## config.mk

```make
export PLATFORM = sky130hd
export DESIGN_NAME = parallel_byte_receiver_port
export DESIGN_NICKNAME = d
export VERILOG_FILES = /design/src/design/byte_port_pkg.sv /design/src/design/parallel_byte_receiver_port.sv /design/src/design/pin_sync.sv
export SDC_FILE = /design/constraint.sdc
export NUM_CORES = 1
export LEC_CHECK = 0
export BUFFER_PORTS_ARGS = -buffer_cell sky130_fd_sc_hd__buf_2
export CORE_MARGIN = 2
export CORE_UTILIZATION = 48
export CTS_BUF_LIST = sky130_fd_sc_hd__clkbuf_4
export CTS_CLUSTER_DIAMETER = 100
export DETAILED_ROUTE_END_ITERATION = 12
export PLACE_DENSITY_LB_ADDON = 0.08
export SYNTH_ARGS = -nofsm -noshare
export SYNTH_HDL_FRONTEND = slang
export SYNTH_SLANG_ARGS = --single-unit
```

## constraint.sdc

```tcl
create_clock -name core_clk -period 2.94 [get_ports core_clk]
set_input_delay 0.588 -clock core_clk [delete_from_list [all_inputs] [get_ports core_clk]]
set_output_delay 0.588 -clock core_clk [all_outputs]
set_load 0.05 [all_outputs]
```

## src/design/byte_port_pkg.sv

```systemverilog
package byte_port_pkg;

   // clock rate and handshake timing
   localparam int unsigned CLK_MHZ          = 100;
   localparam int unsigned ACK_WIDTH_NS     = 4800;
   localparam int unsigned ACK_CYCLES       = (ACK_WIDTH_NS * CLK_MHZ + 999) / 1000;
   localparam int unsigned BUSY_MIN_NS      = 10000;
   localparam int unsigned BUSY_MIN_CYCLES  = (BUSY_MIN_NS * CLK_MHZ + 999) / 1000;
   localparam int unsigned INIT_NS          = 1000;
   localparam int unsigned INIT_CYCLES      = (INIT_NS * CLK_MHZ + 999) / 1000;
   localparam int unsigned CNT_W            = 16;

   // data byte layout: line 1 is bit 0, line 8 is bit 7
   localparam int unsigned DATA_W           = 8;
   localparam int unsigned DATA_LSB         = 0;
   localparam int unsigned DATA_MSB         = 7;

   // synchroniser depth and reset values
   localparam int unsigned SYNC_STAGES      = 3;
   localparam logic        SPARE_LEVEL      = 1'b0;
   localparam logic        BUSY_RESET       = 1'b1;
   localparam logic        ACK_IDLE         = 1'b1;
   localparam logic        SELECT_RESET     = 1'b0;

   typedef enum logic [4:0] {
      ST_INIT    = 5'h01,
      ST_OFFLINE = 5'h02,
      ST_READY   = 5'h04,
      ST_HOLD    = 5'h08,
      ST_ACK     = 5'h10
   } port_state_t;

   // pins from the host, synchronised and filtered
   typedef struct packed {
      logic              strobe_b;
      logic              init_b;
      logic [DATA_W-1:0] data;
   } host_pins_t;

   // pins toward the host
   typedef struct packed {
      logic busy;
      logic ack_b;
      logic select;
      logic fault_b;
      logic paper_error;
      logic spare_output_low;
   } status_pins_t;

   // received character toward the plotter core
   typedef struct packed {
      logic              valid;
      logic [DATA_W-1:0] data;
   } rx_char_t;

endpackage

```

## src/design/parallel_byte_receiver_port.sv

```systemverilog
`timescale 1ns/1ps
`default_nettype none

// What this block does
// - busy rises after each valid strobe fall
// - busy low only when next character accepted
// - line one is lsb, line eight msb
// - low request pulse asks exactly one character
// - request pulse no later than busy falls
// - request pulse on every offline to online
// - host init low forces reinitialization, select stays high
// - select low at reset, high after init
// - fault low while any error exists
// - paper error high on paper out or fault
// - paper error high forces fault low
// - cable present selects this parallel path
// - point to point, no addressing logic
// - byte wide asynchronous, three handshake lines
// - strobe, ack, init, fault are active low
// - spare output always driven low
module parallel_byte_receiver_port
   import byte_port_pkg::*;
#(
   parameter int unsigned ACK_LEN   = ACK_CYCLES,
   parameter int unsigned BUSY_MIN  = BUSY_MIN_CYCLES,
   parameter int unsigned INIT_LEN  = INIT_CYCLES
) (
   // clock and reset
   input  wire logic              core_clk,
   input  wire logic              rst_b,
   // host pins
   input  wire logic              strobe_b,
   input  wire logic              init_b,
   input  wire logic [DATA_W-1:0] data_in,
   input  wire logic              cable_present,
   // plotter core side
   input  wire logic              core_ready,
   input  wire logic              online_req,
   input  wire logic              paper_out,
   input  wire logic              operator_fault,
   input  wire logic              internal_error,
   output logic                   rx_valid,
   output logic      [DATA_W-1:0] rx_data,
   output logic                   port_active,
   // pins toward host
   output logic                   busy,
   output logic                   ack_b,
   output logic                   select,
   output logic                   fault_b,
   output logic                   paper_error,
   output logic                   spare_output_low
);

   localparam int unsigned SYNC_W = DATA_W + 2;
   localparam logic [SYNC_W-1:0] SYNC_IDLE = {1'b1, 1'b1, {DATA_W{1'b0}}};

   typedef struct packed {
      port_state_t       state;
      logic [CNT_W-1:0]  cnt;
      logic              strobe_prev;
      rx_char_t          rx;
      status_pins_t      pins;
      logic              active;
   } port_regs_t;

   port_regs_t  r_q;
   port_regs_t  r_d;
   host_pins_t  host_s;
   logic [SYNC_W-1:0] sync_out;
   logic        strobe_fall;
   logic        error_now;
   logic        paper_now;
   logic        go_online;

   // strobe, init and data all pass the filtered synchroniser
   pin_sync #(
      .WIDTH (SYNC_W)
   ) u_sync (
      .core_clk   (core_clk),
      .rst_b      (rst_b),
      .pin_in     ({strobe_b, init_b, data_in} ^ SYNC_IDLE),
      .idle_level (SYNC_IDLE),
      .level_out  (sync_out)
   );

   assign host_s = sync_out;

   // falling edge of the filtered strobe; the host keeps data stable while it is low
   assign strobe_fall = r_q.strobe_prev & ~host_s.strobe_b;
   assign paper_now   = paper_out | operator_fault;
   assign error_now   = internal_error | paper_now;
   // cable attached means this path is used, with no address match anywhere
   assign go_online   = online_req & cable_present;

   always_comb begin
      r_d                       = r_q;
      r_d.strobe_prev           = host_s.strobe_b;
      r_d.rx.valid              = 1'b0;
      r_d.pins.spare_output_low = SPARE_LEVEL;
      r_d.pins.paper_error      = paper_now;
      r_d.pins.fault_b          = ~error_now;
      r_d.active                = cable_present;
      if (r_q.cnt != '0) begin
         r_d.cnt = r_q.cnt - 1'b1;
      end
      unique case (r_q.state)
         ST_INIT: begin
            r_d.pins.busy   = 1'b1;
            r_d.pins.ack_b  = ACK_IDLE;
            if (r_q.cnt == '0) begin
               r_d.pins.select = 1'b1;
               r_d.state       = ST_OFFLINE;
            end
         end
         ST_OFFLINE: begin
            r_d.pins.busy  = 1'b1;
            if (go_online) begin
               // every return to online issues one request
               r_d.pins.ack_b = 1'b0;
               r_d.cnt        = CNT_W'(ACK_LEN);
               r_d.state      = ST_ACK;
            end
         end
         ST_READY: begin
            if (!go_online) begin
               r_d.pins.busy = 1'b1;
               r_d.state     = ST_OFFLINE;
            end else if (strobe_fall) begin
               // one character per fall, line one into bit zero
               r_d.rx.data      = host_s.data;
               r_d.rx.valid     = 1'b1;
               r_d.pins.busy    = 1'b1;
               r_d.cnt          = CNT_W'(BUSY_MIN);
               r_d.state        = ST_HOLD;
            end
         end
         ST_HOLD: begin
            if (r_q.cnt == '0 && core_ready) begin
               if (!go_online) begin
                  r_d.state = ST_OFFLINE;
               end else begin
                  // request starts while busy still high
                  r_d.pins.ack_b = 1'b0;
                  r_d.cnt        = CNT_W'(ACK_LEN);
                  r_d.state      = ST_ACK;
               end
            end
         end
         ST_ACK: begin
            if (r_q.cnt == '0) begin
               // busy drops only with the request ended and core able to take more
               r_d.pins.ack_b = ACK_IDLE;
               r_d.pins.busy  = ~core_ready;
               if (core_ready) begin
                  r_d.state = ST_READY;
               end else begin
                  r_d.state = ST_HOLD;
               end
            end
         end
         default: begin
            r_d.state = ST_INIT;
            r_d.cnt   = CNT_W'(INIT_LEN);
         end
      endcase
      // host init wins over everything and restarts the port
      if (!host_s.init_b) begin
         r_d.state       = ST_INIT;
         r_d.cnt         = CNT_W'(INIT_LEN);
         r_d.pins.busy   = 1'b1;
         r_d.pins.ack_b  = ACK_IDLE;
         r_d.rx.valid    = 1'b0;
      end
   end

   always_ff @(posedge core_clk or negedge rst_b) begin
      if (!rst_b) begin
         r_q.state                 <= ST_INIT;
         r_q.cnt                   <= CNT_W'(INIT_LEN);
         r_q.strobe_prev           <= 1'b1;
         r_q.rx                    <= '0;
         r_q.pins.busy             <= BUSY_RESET;
         r_q.pins.ack_b            <= ACK_IDLE;
         r_q.pins.select           <= SELECT_RESET;
         r_q.pins.fault_b          <= 1'b1;
         r_q.pins.paper_error      <= 1'b0;
         r_q.pins.spare_output_low <= SPARE_LEVEL;
         r_q.active                <= 1'b0;
      end else begin
         r_q <= r_d;
      end
   end

   assign busy             = r_q.pins.busy;
   assign ack_b            = r_q.pins.ack_b;
   assign select           = r_q.pins.select;
   assign fault_b          = r_q.pins.fault_b;
   assign paper_error      = r_q.pins.paper_error;
   assign spare_output_low = r_q.pins.spare_output_low;
   assign rx_valid         = r_q.rx.valid;
   assign rx_data          = r_q.rx.data;
   assign port_active      = r_q.active;

endmodule

`default_nettype wire

```

## src/design/pin_sync.sv

```systemverilog
`timescale 1ns/1ps
`default_nettype none

// three sync flops and one level flop per line; a change is taken once stages two and three agree
module pin_sync
   import byte_port_pkg::*;
#(
   parameter int unsigned WIDTH = 10
) (
   // clock and reset
   input  wire logic             core_clk,
   input  wire logic             rst_b,
   // raw pins and idle level
   input  wire logic [WIDTH-1:0] pin_in,
   input  wire logic [WIDTH-1:0] idle_level,
   // filtered level
   output logic      [WIDTH-1:0] level_out
);

   typedef struct packed {
      logic [WIDTH-1:0] s1;
      logic [WIDTH-1:0] s2;
      logic [WIDTH-1:0] s3;
      logic [WIDTH-1:0] lvl;
   } sync_state_t;

   sync_state_t st_q;
   sync_state_t st_d;

   always_comb begin
      st_d    = st_q;
      st_d.s1 = pin_in;
      st_d.s2 = st_q.s1;
      st_d.s3 = st_q.s2;
      for (int i = 0; i < WIDTH; i++) begin
         if (st_q.s2[i] == st_q.s3[i]) begin
            st_d.lvl[i] = st_q.s3[i];
         end
      end
   end

   // stages reset to zero, which the xor maps to each pin's idle level
   always_ff @(posedge core_clk or negedge rst_b) begin
      if (!rst_b) begin
         st_q <= '0;
      end else begin
         st_q <= st_d;
      end
   end

   assign level_out = st_q.lvl ^ idle_level;

endmodule

`default_nettype wire

```

After elaboration in Yosys (flattened, before gate mapping)
Cells that the tools add are included.

Output and inout bits: 16. Bits in registers: 77. Input port bits: 18. Logic and storage cells: 91.

Bitwise logic cells: 9. Reductions and logical operators: 10. Mux-type cells: 25. Add/subtract/negate cells: 1. Equal/unequal tests: 22.

Operators with widths (number): 2-to-1 mux 21 bit (4); one-hot mux 16 bit (4 select lines) (1); 2-to-1 mux 16 bit (3); one-hot mux 5 bit (5 select lines) (1); 2-to-1 mux 5 bit (4); 2-to-1 mux 9 bit (2); zero test 16 bit (1); nonzero test 16 bit (1); subtractor 16 x 1 -> 16 bit, second input constant (1); != test 3 bit, second input constant (4); equality test 1 bit (10); 2-to-1 mux 10 bit (1); AND reduction 3 bit (3); equality test 5 x 1 -> 1 bit, second input constant (1); equality test 5 x 2 -> 1 bit, second input constant (1); equality test 5 x 3 -> 1 bit, second input constant (1); equality test 5 x 4 -> 1 bit, second input constant (1); equality test 5 bit, second input constant (1); != test 5 x 1 -> 1 bit, second input constant (1); AND reduction 5 bit (1); 2-to-1 mux 1 bit (4); 2-to-1 mux 2 bit (2); 2-to-1 mux 4 bit (1); != test 4 x 2 -> 1 bit, second input constant (1); 10 further kinds (16).

Depth between registers and ports, before layout
Depth after elaboration: 7. Gate-level depth with buffers: 7. Depth with buffers taken out: 7.

Hierarchy
Synthesis repeated with hierarchy kept, for this count alone.

Cell total of the unflattened synthesis: 275. Area, all modules: 3215.6 sq um.

Modules (own cells, without submodules): parallel_byte_receiver_port (seq. area each 935.9 sq um, cells an instance 215, times used 1, area each 2014.4 sq um); pin_sync (seq. area each 1001.0 sq um, cells an instance 60, times used 1, area each 1201.2 sq um).

Worst setup path after synthesis
Ideal clock, no wire load.

Path kind: register to register. Start point: register r_q[17] (netlist name). End point: register r_q[35] (netlist name). Clock period less this slack: 2.075 ns. Stages on the path, launching flop included: 7. Required time: 2.845 ns. Data arrival time: 1.979 ns. Setup time: 0.095 ns. Slack: 0.865 ns. Path buffers: 0. Path through: dfrtp_1 > inv_1 > ha_1 > nor3b_1 > a221oi_2 > or4b_4 > o32ai_2.

Longest elaborated chain between the ends: 4. Elaborated cells on any way between the ends: 6. Those cells by class: eq/ne: 3; reduce/logical: 3.

RTL lines: start, declared (line parallel_byte_receiver_port.sv:66) `port_regs_t r_q;`; start signal, assigned (line parallel_byte_receiver_port.sv:190) `r_q <= r_d;`; zero test 16 bit (*) (line parallel_byte_receiver_port.sv:110, parallel_byte_receiver_port.sv:138, parallel_byte_receiver_port.sv:150); logical AND 1 bit (line parallel_byte_receiver_port.sv:138) `if (r_q.cnt == '0 && core_ready) begin`; != test 3 bit (no source line); AND reduction 5 bit (no source line) (*).

Every way passes the cells marked *; elsewhere a longest branch is shown, timed or not. A chain may end at the register's enable or synchronous reset.

Final worst setup path
Ends and elaborated chain as after synthesis.

==> reports/qor.yml <==
timing:
  rsz0062_at_grt: "no"
  setup_violations: 0
  fmax_mhz: 446
  slew_viol_final: 0
  tightest_slew_ns: 0.941
  hold_viol_final: 0
  period_needed_ns: 2.24
  relSlewSlack: 0.373
  period_share: 0.762
  fin_skew_ns: 0.0246
  fin_setup_tns_ns: 0
  whs_ns: 0.269
clock_network:
  clkSinkCount: 77
  cts_buffers: 9
  htreeDepth: 3
  clock_latency_ns: 0.41
  path_clk_slew_ns: 0.14
  post_cts_resized: 0
  post_cts_buffers: 0
  cts_tree: "built"
  cts_max_path_buffers: 2
  cts_root_buf: "clkbuf_4"
  hold_buffers: 0
floorplan:
  design.core.area_mm2: 0.00639
  num_rows: 29
  die_w_um: 85.5
  die_area_mm2: 0.00732
  io-pin-count: 34
  die_h_um: 85.5
  start_util: 0.500
synthesis:
  synthFlopType: "dfrtp_1"
  synth_cells: 272
  async_reset_ff_frac: 1.00
  synth-edff-count: 0
  yosysWarnings: 0
  synth_area_leaders: "dfrtp_1 54%, dfstp_2 6.6%, xnor2_1 3.8%"
  yosysTopAreaCellShare: 0.541
  syn-num-nets: 291
  syn_area_mm2: 0.00319
  ys_seq_area_frac: 0.607
  synth.distinct_cells: 60
  synth_top_area_cell: "dfrtp_1"
  syn_area_per_cell_um2: 11.7
  yosys_register_bits: 77
cells_and_area:
  multiInputGateArea_mm2: 0.00110
  instances_no_fill: 383
  drive_above_1_share: 0.245
  diodes: 0
  fillerInstances: 557
  regArea_mm2: 0.00194
  stdcell_area_mm2: 0.00352
  synthToLayoutAreaGrowth_pct: 10.2
  final_nets: 320
status:
  status: "completed"
pwr:
  p_leak_nw: 1.56
  power_per_cell_area_mw_per_mm2: 687
  ir_worst_vdd_uv: 387
detailed_routing:
  viasPerCell: 5.29
  wirelength_mm: 5.58
  first_pass_iters: 4
  num_vias: 2027
  dr.first_iter.drc_count: 146
  ant_nets: 0
  avgRoutedWirePerCell_um: 14.6
  drc: 0
setup_path:
  endpoint_kind: "flip-flop"
  start_kind: "flip-flop"
  reg2reg_depth: 7
  worstPathArrival_ns: 2.58
  setup.worst_path.class: "reg2reg"
  worstPathMaxFanout: 11
  critPathRequiredTime_ns: 3.28
  rrSetupSlack_ns: 0.70
placed_design:
  port_buffers: 32
  hpwl_mm: 3.74
  dp_cells: 367
  postPlaceCellArea_mm2: 0.00337
  gp_congestion: 0.876
grt:
  grtUsageTotal: 0.172
  first_global_vias: 2056
  grt-ovfl-total: 0
  grt_max_degree: 78
  grt_pass1_wl_mm: 9.77
  antenna_found_initial: 0
flow_run:
  drv_cap: 0
min_path:
  hp-class: "in2reg"
  hold_depth: 1
[cell families (layout without fill, tap and decap cells)]
family | count (synthesis) | after routing | synth area share
xor gates and xnor gates | 15 | 15 | 0.0412
muxes | 1 | 1 | 0.00353
adders and majority gates | 11 | 11 | 0.0353
AOI/OAI and AO/OA | 42 | 42 | 0.102
buffers and inverters | 29 | 63 | 0.0494
DFF | 77 | 77 | 0.607
other | 1 | 1 | 0.00117
and+or+nand+nor | 96 | 96 | 0.161
[per-stage QoR]
step	total power, mW	setup WS (ns)	util
2_1_floorplan	1.62	0.865	-
3_3_place_gp	1.77	0.789	0.527
3_5_place_dp	1.77	0.736	0.527
4_1_cts	2.44	0.702	0.551
5_1_grt	2.57	0.552	0.551
6_report	2.42	0.698	0.551
[cell usage after synthesis, types with 2 or more instances]
master     instances
o211ai_1           2
o21ai_1            3
or2_0              2
dfstp_2            8
o21ai_0            4
a211oi_1           2
nand4_1            3
and2_1             2
or4_1              3
a2111oi_0          3
nor2_1            22
buf_2              3
clkbuf_1           5
a31oi_1            2
buf_4             10
or4b_4             2
or3_1              4
nor3_1             5
nor4_1             3
nor3b_1            3
dfrtp_1           69
nand2b_1           2
o21bai_1           2
xnor2_1           14
nand3_1            3
o22ai_1            2
a21oi_1            7
and4_1             2
nand2_1           32
maj3_1            10
inv_1              9
[critical path: stages, from the launching register on]
cell	delay, ns
dfrtp_1	0.42
inv_1	0.09
ha_1	0.38
nor3b_1	0.24
buf_4	0.17
a221oi_2	0.07
or4b_4	0.55
o32ai_2	0.26
[final timing paths]
path                                             end                 startpoint
max                              r_q[35]$_DFFE_PN0P_          r_q[17]$_DFF_PN0_
min in group asynchronous        r_q[37]$_DFFE_PN0P_                      rst_b
max reg2reg                      r_q[35]$_DFFE_PN0P_          r_q[17]$_DFF_PN0_
min                        u_sync.st_d[23]$_DFF_PN0_                 data_in[3]
max in group asynchronous  u_sync.st_q[15]$_DFF_PN0_                      rst_b
min reg2reg                u_sync.st_d[11]$_DFF_PN0_  u_sync.st_d[21]$_DFF_PN0_
[power by group]
group	leakage, nW	switching [mW]	internal, mW
clock	0.0792	0.394	0.273
sequential	0.948	0.0824	1.15
combinational	0.535	0.303	0.216
total	1.56	0.780	1.64
[per-layer routing]
layer  up-vias  share of wire  global-route usage
li1        995              -                   -
met1       983           0.50               0.240
met2        45           0.45               0.258
met3         4          0.038              0.0500
met4         0          0.010              0.0664
met5         -              0                   0
[area by class of cell]
cell class                 instances  share of cell area
clock inverter                     7              0.0228
tap                               77              0.0274
sequential                        77               0.551
multi-input combinational        166               0.312
timing repair buffer              37              0.0569
inverter                          10              0.0107
clock buffer                       9              0.0192
[cell usage in the layout, fill, tap and decap left out, types with 4 or more instances in the layout]
cell | synthesis | final
dfstp_2 | 8 | 8
or3_1 | 4 | 4
o21ai_0 | 4 | 4
buf_4 | 10 | 6
maj3_1 | 10 | 10
nand2_1 | 32 | 32
xnor2_1 | 14 | 14
nor3_1 | 5 | 5
a21oi_1 | 7 | 7
inv_1 | 9 | 9
dfrtp_1 | 69 | 69
clkbuf_4 | 0 | 9
buf_2 | 3 | 31
nor2_1 | 22 | 22
[state kept, by name (all words and copies together) (netlist names)]
register     count
port_active      1
rx_data          8
u_sync.st_d     20
paper_error      1
u_sync.st_q     20
fault_b          1
r_q             22
select           1
rx_valid         1
ack_b            1
busy             1
(Power assumes the default switching activity.)
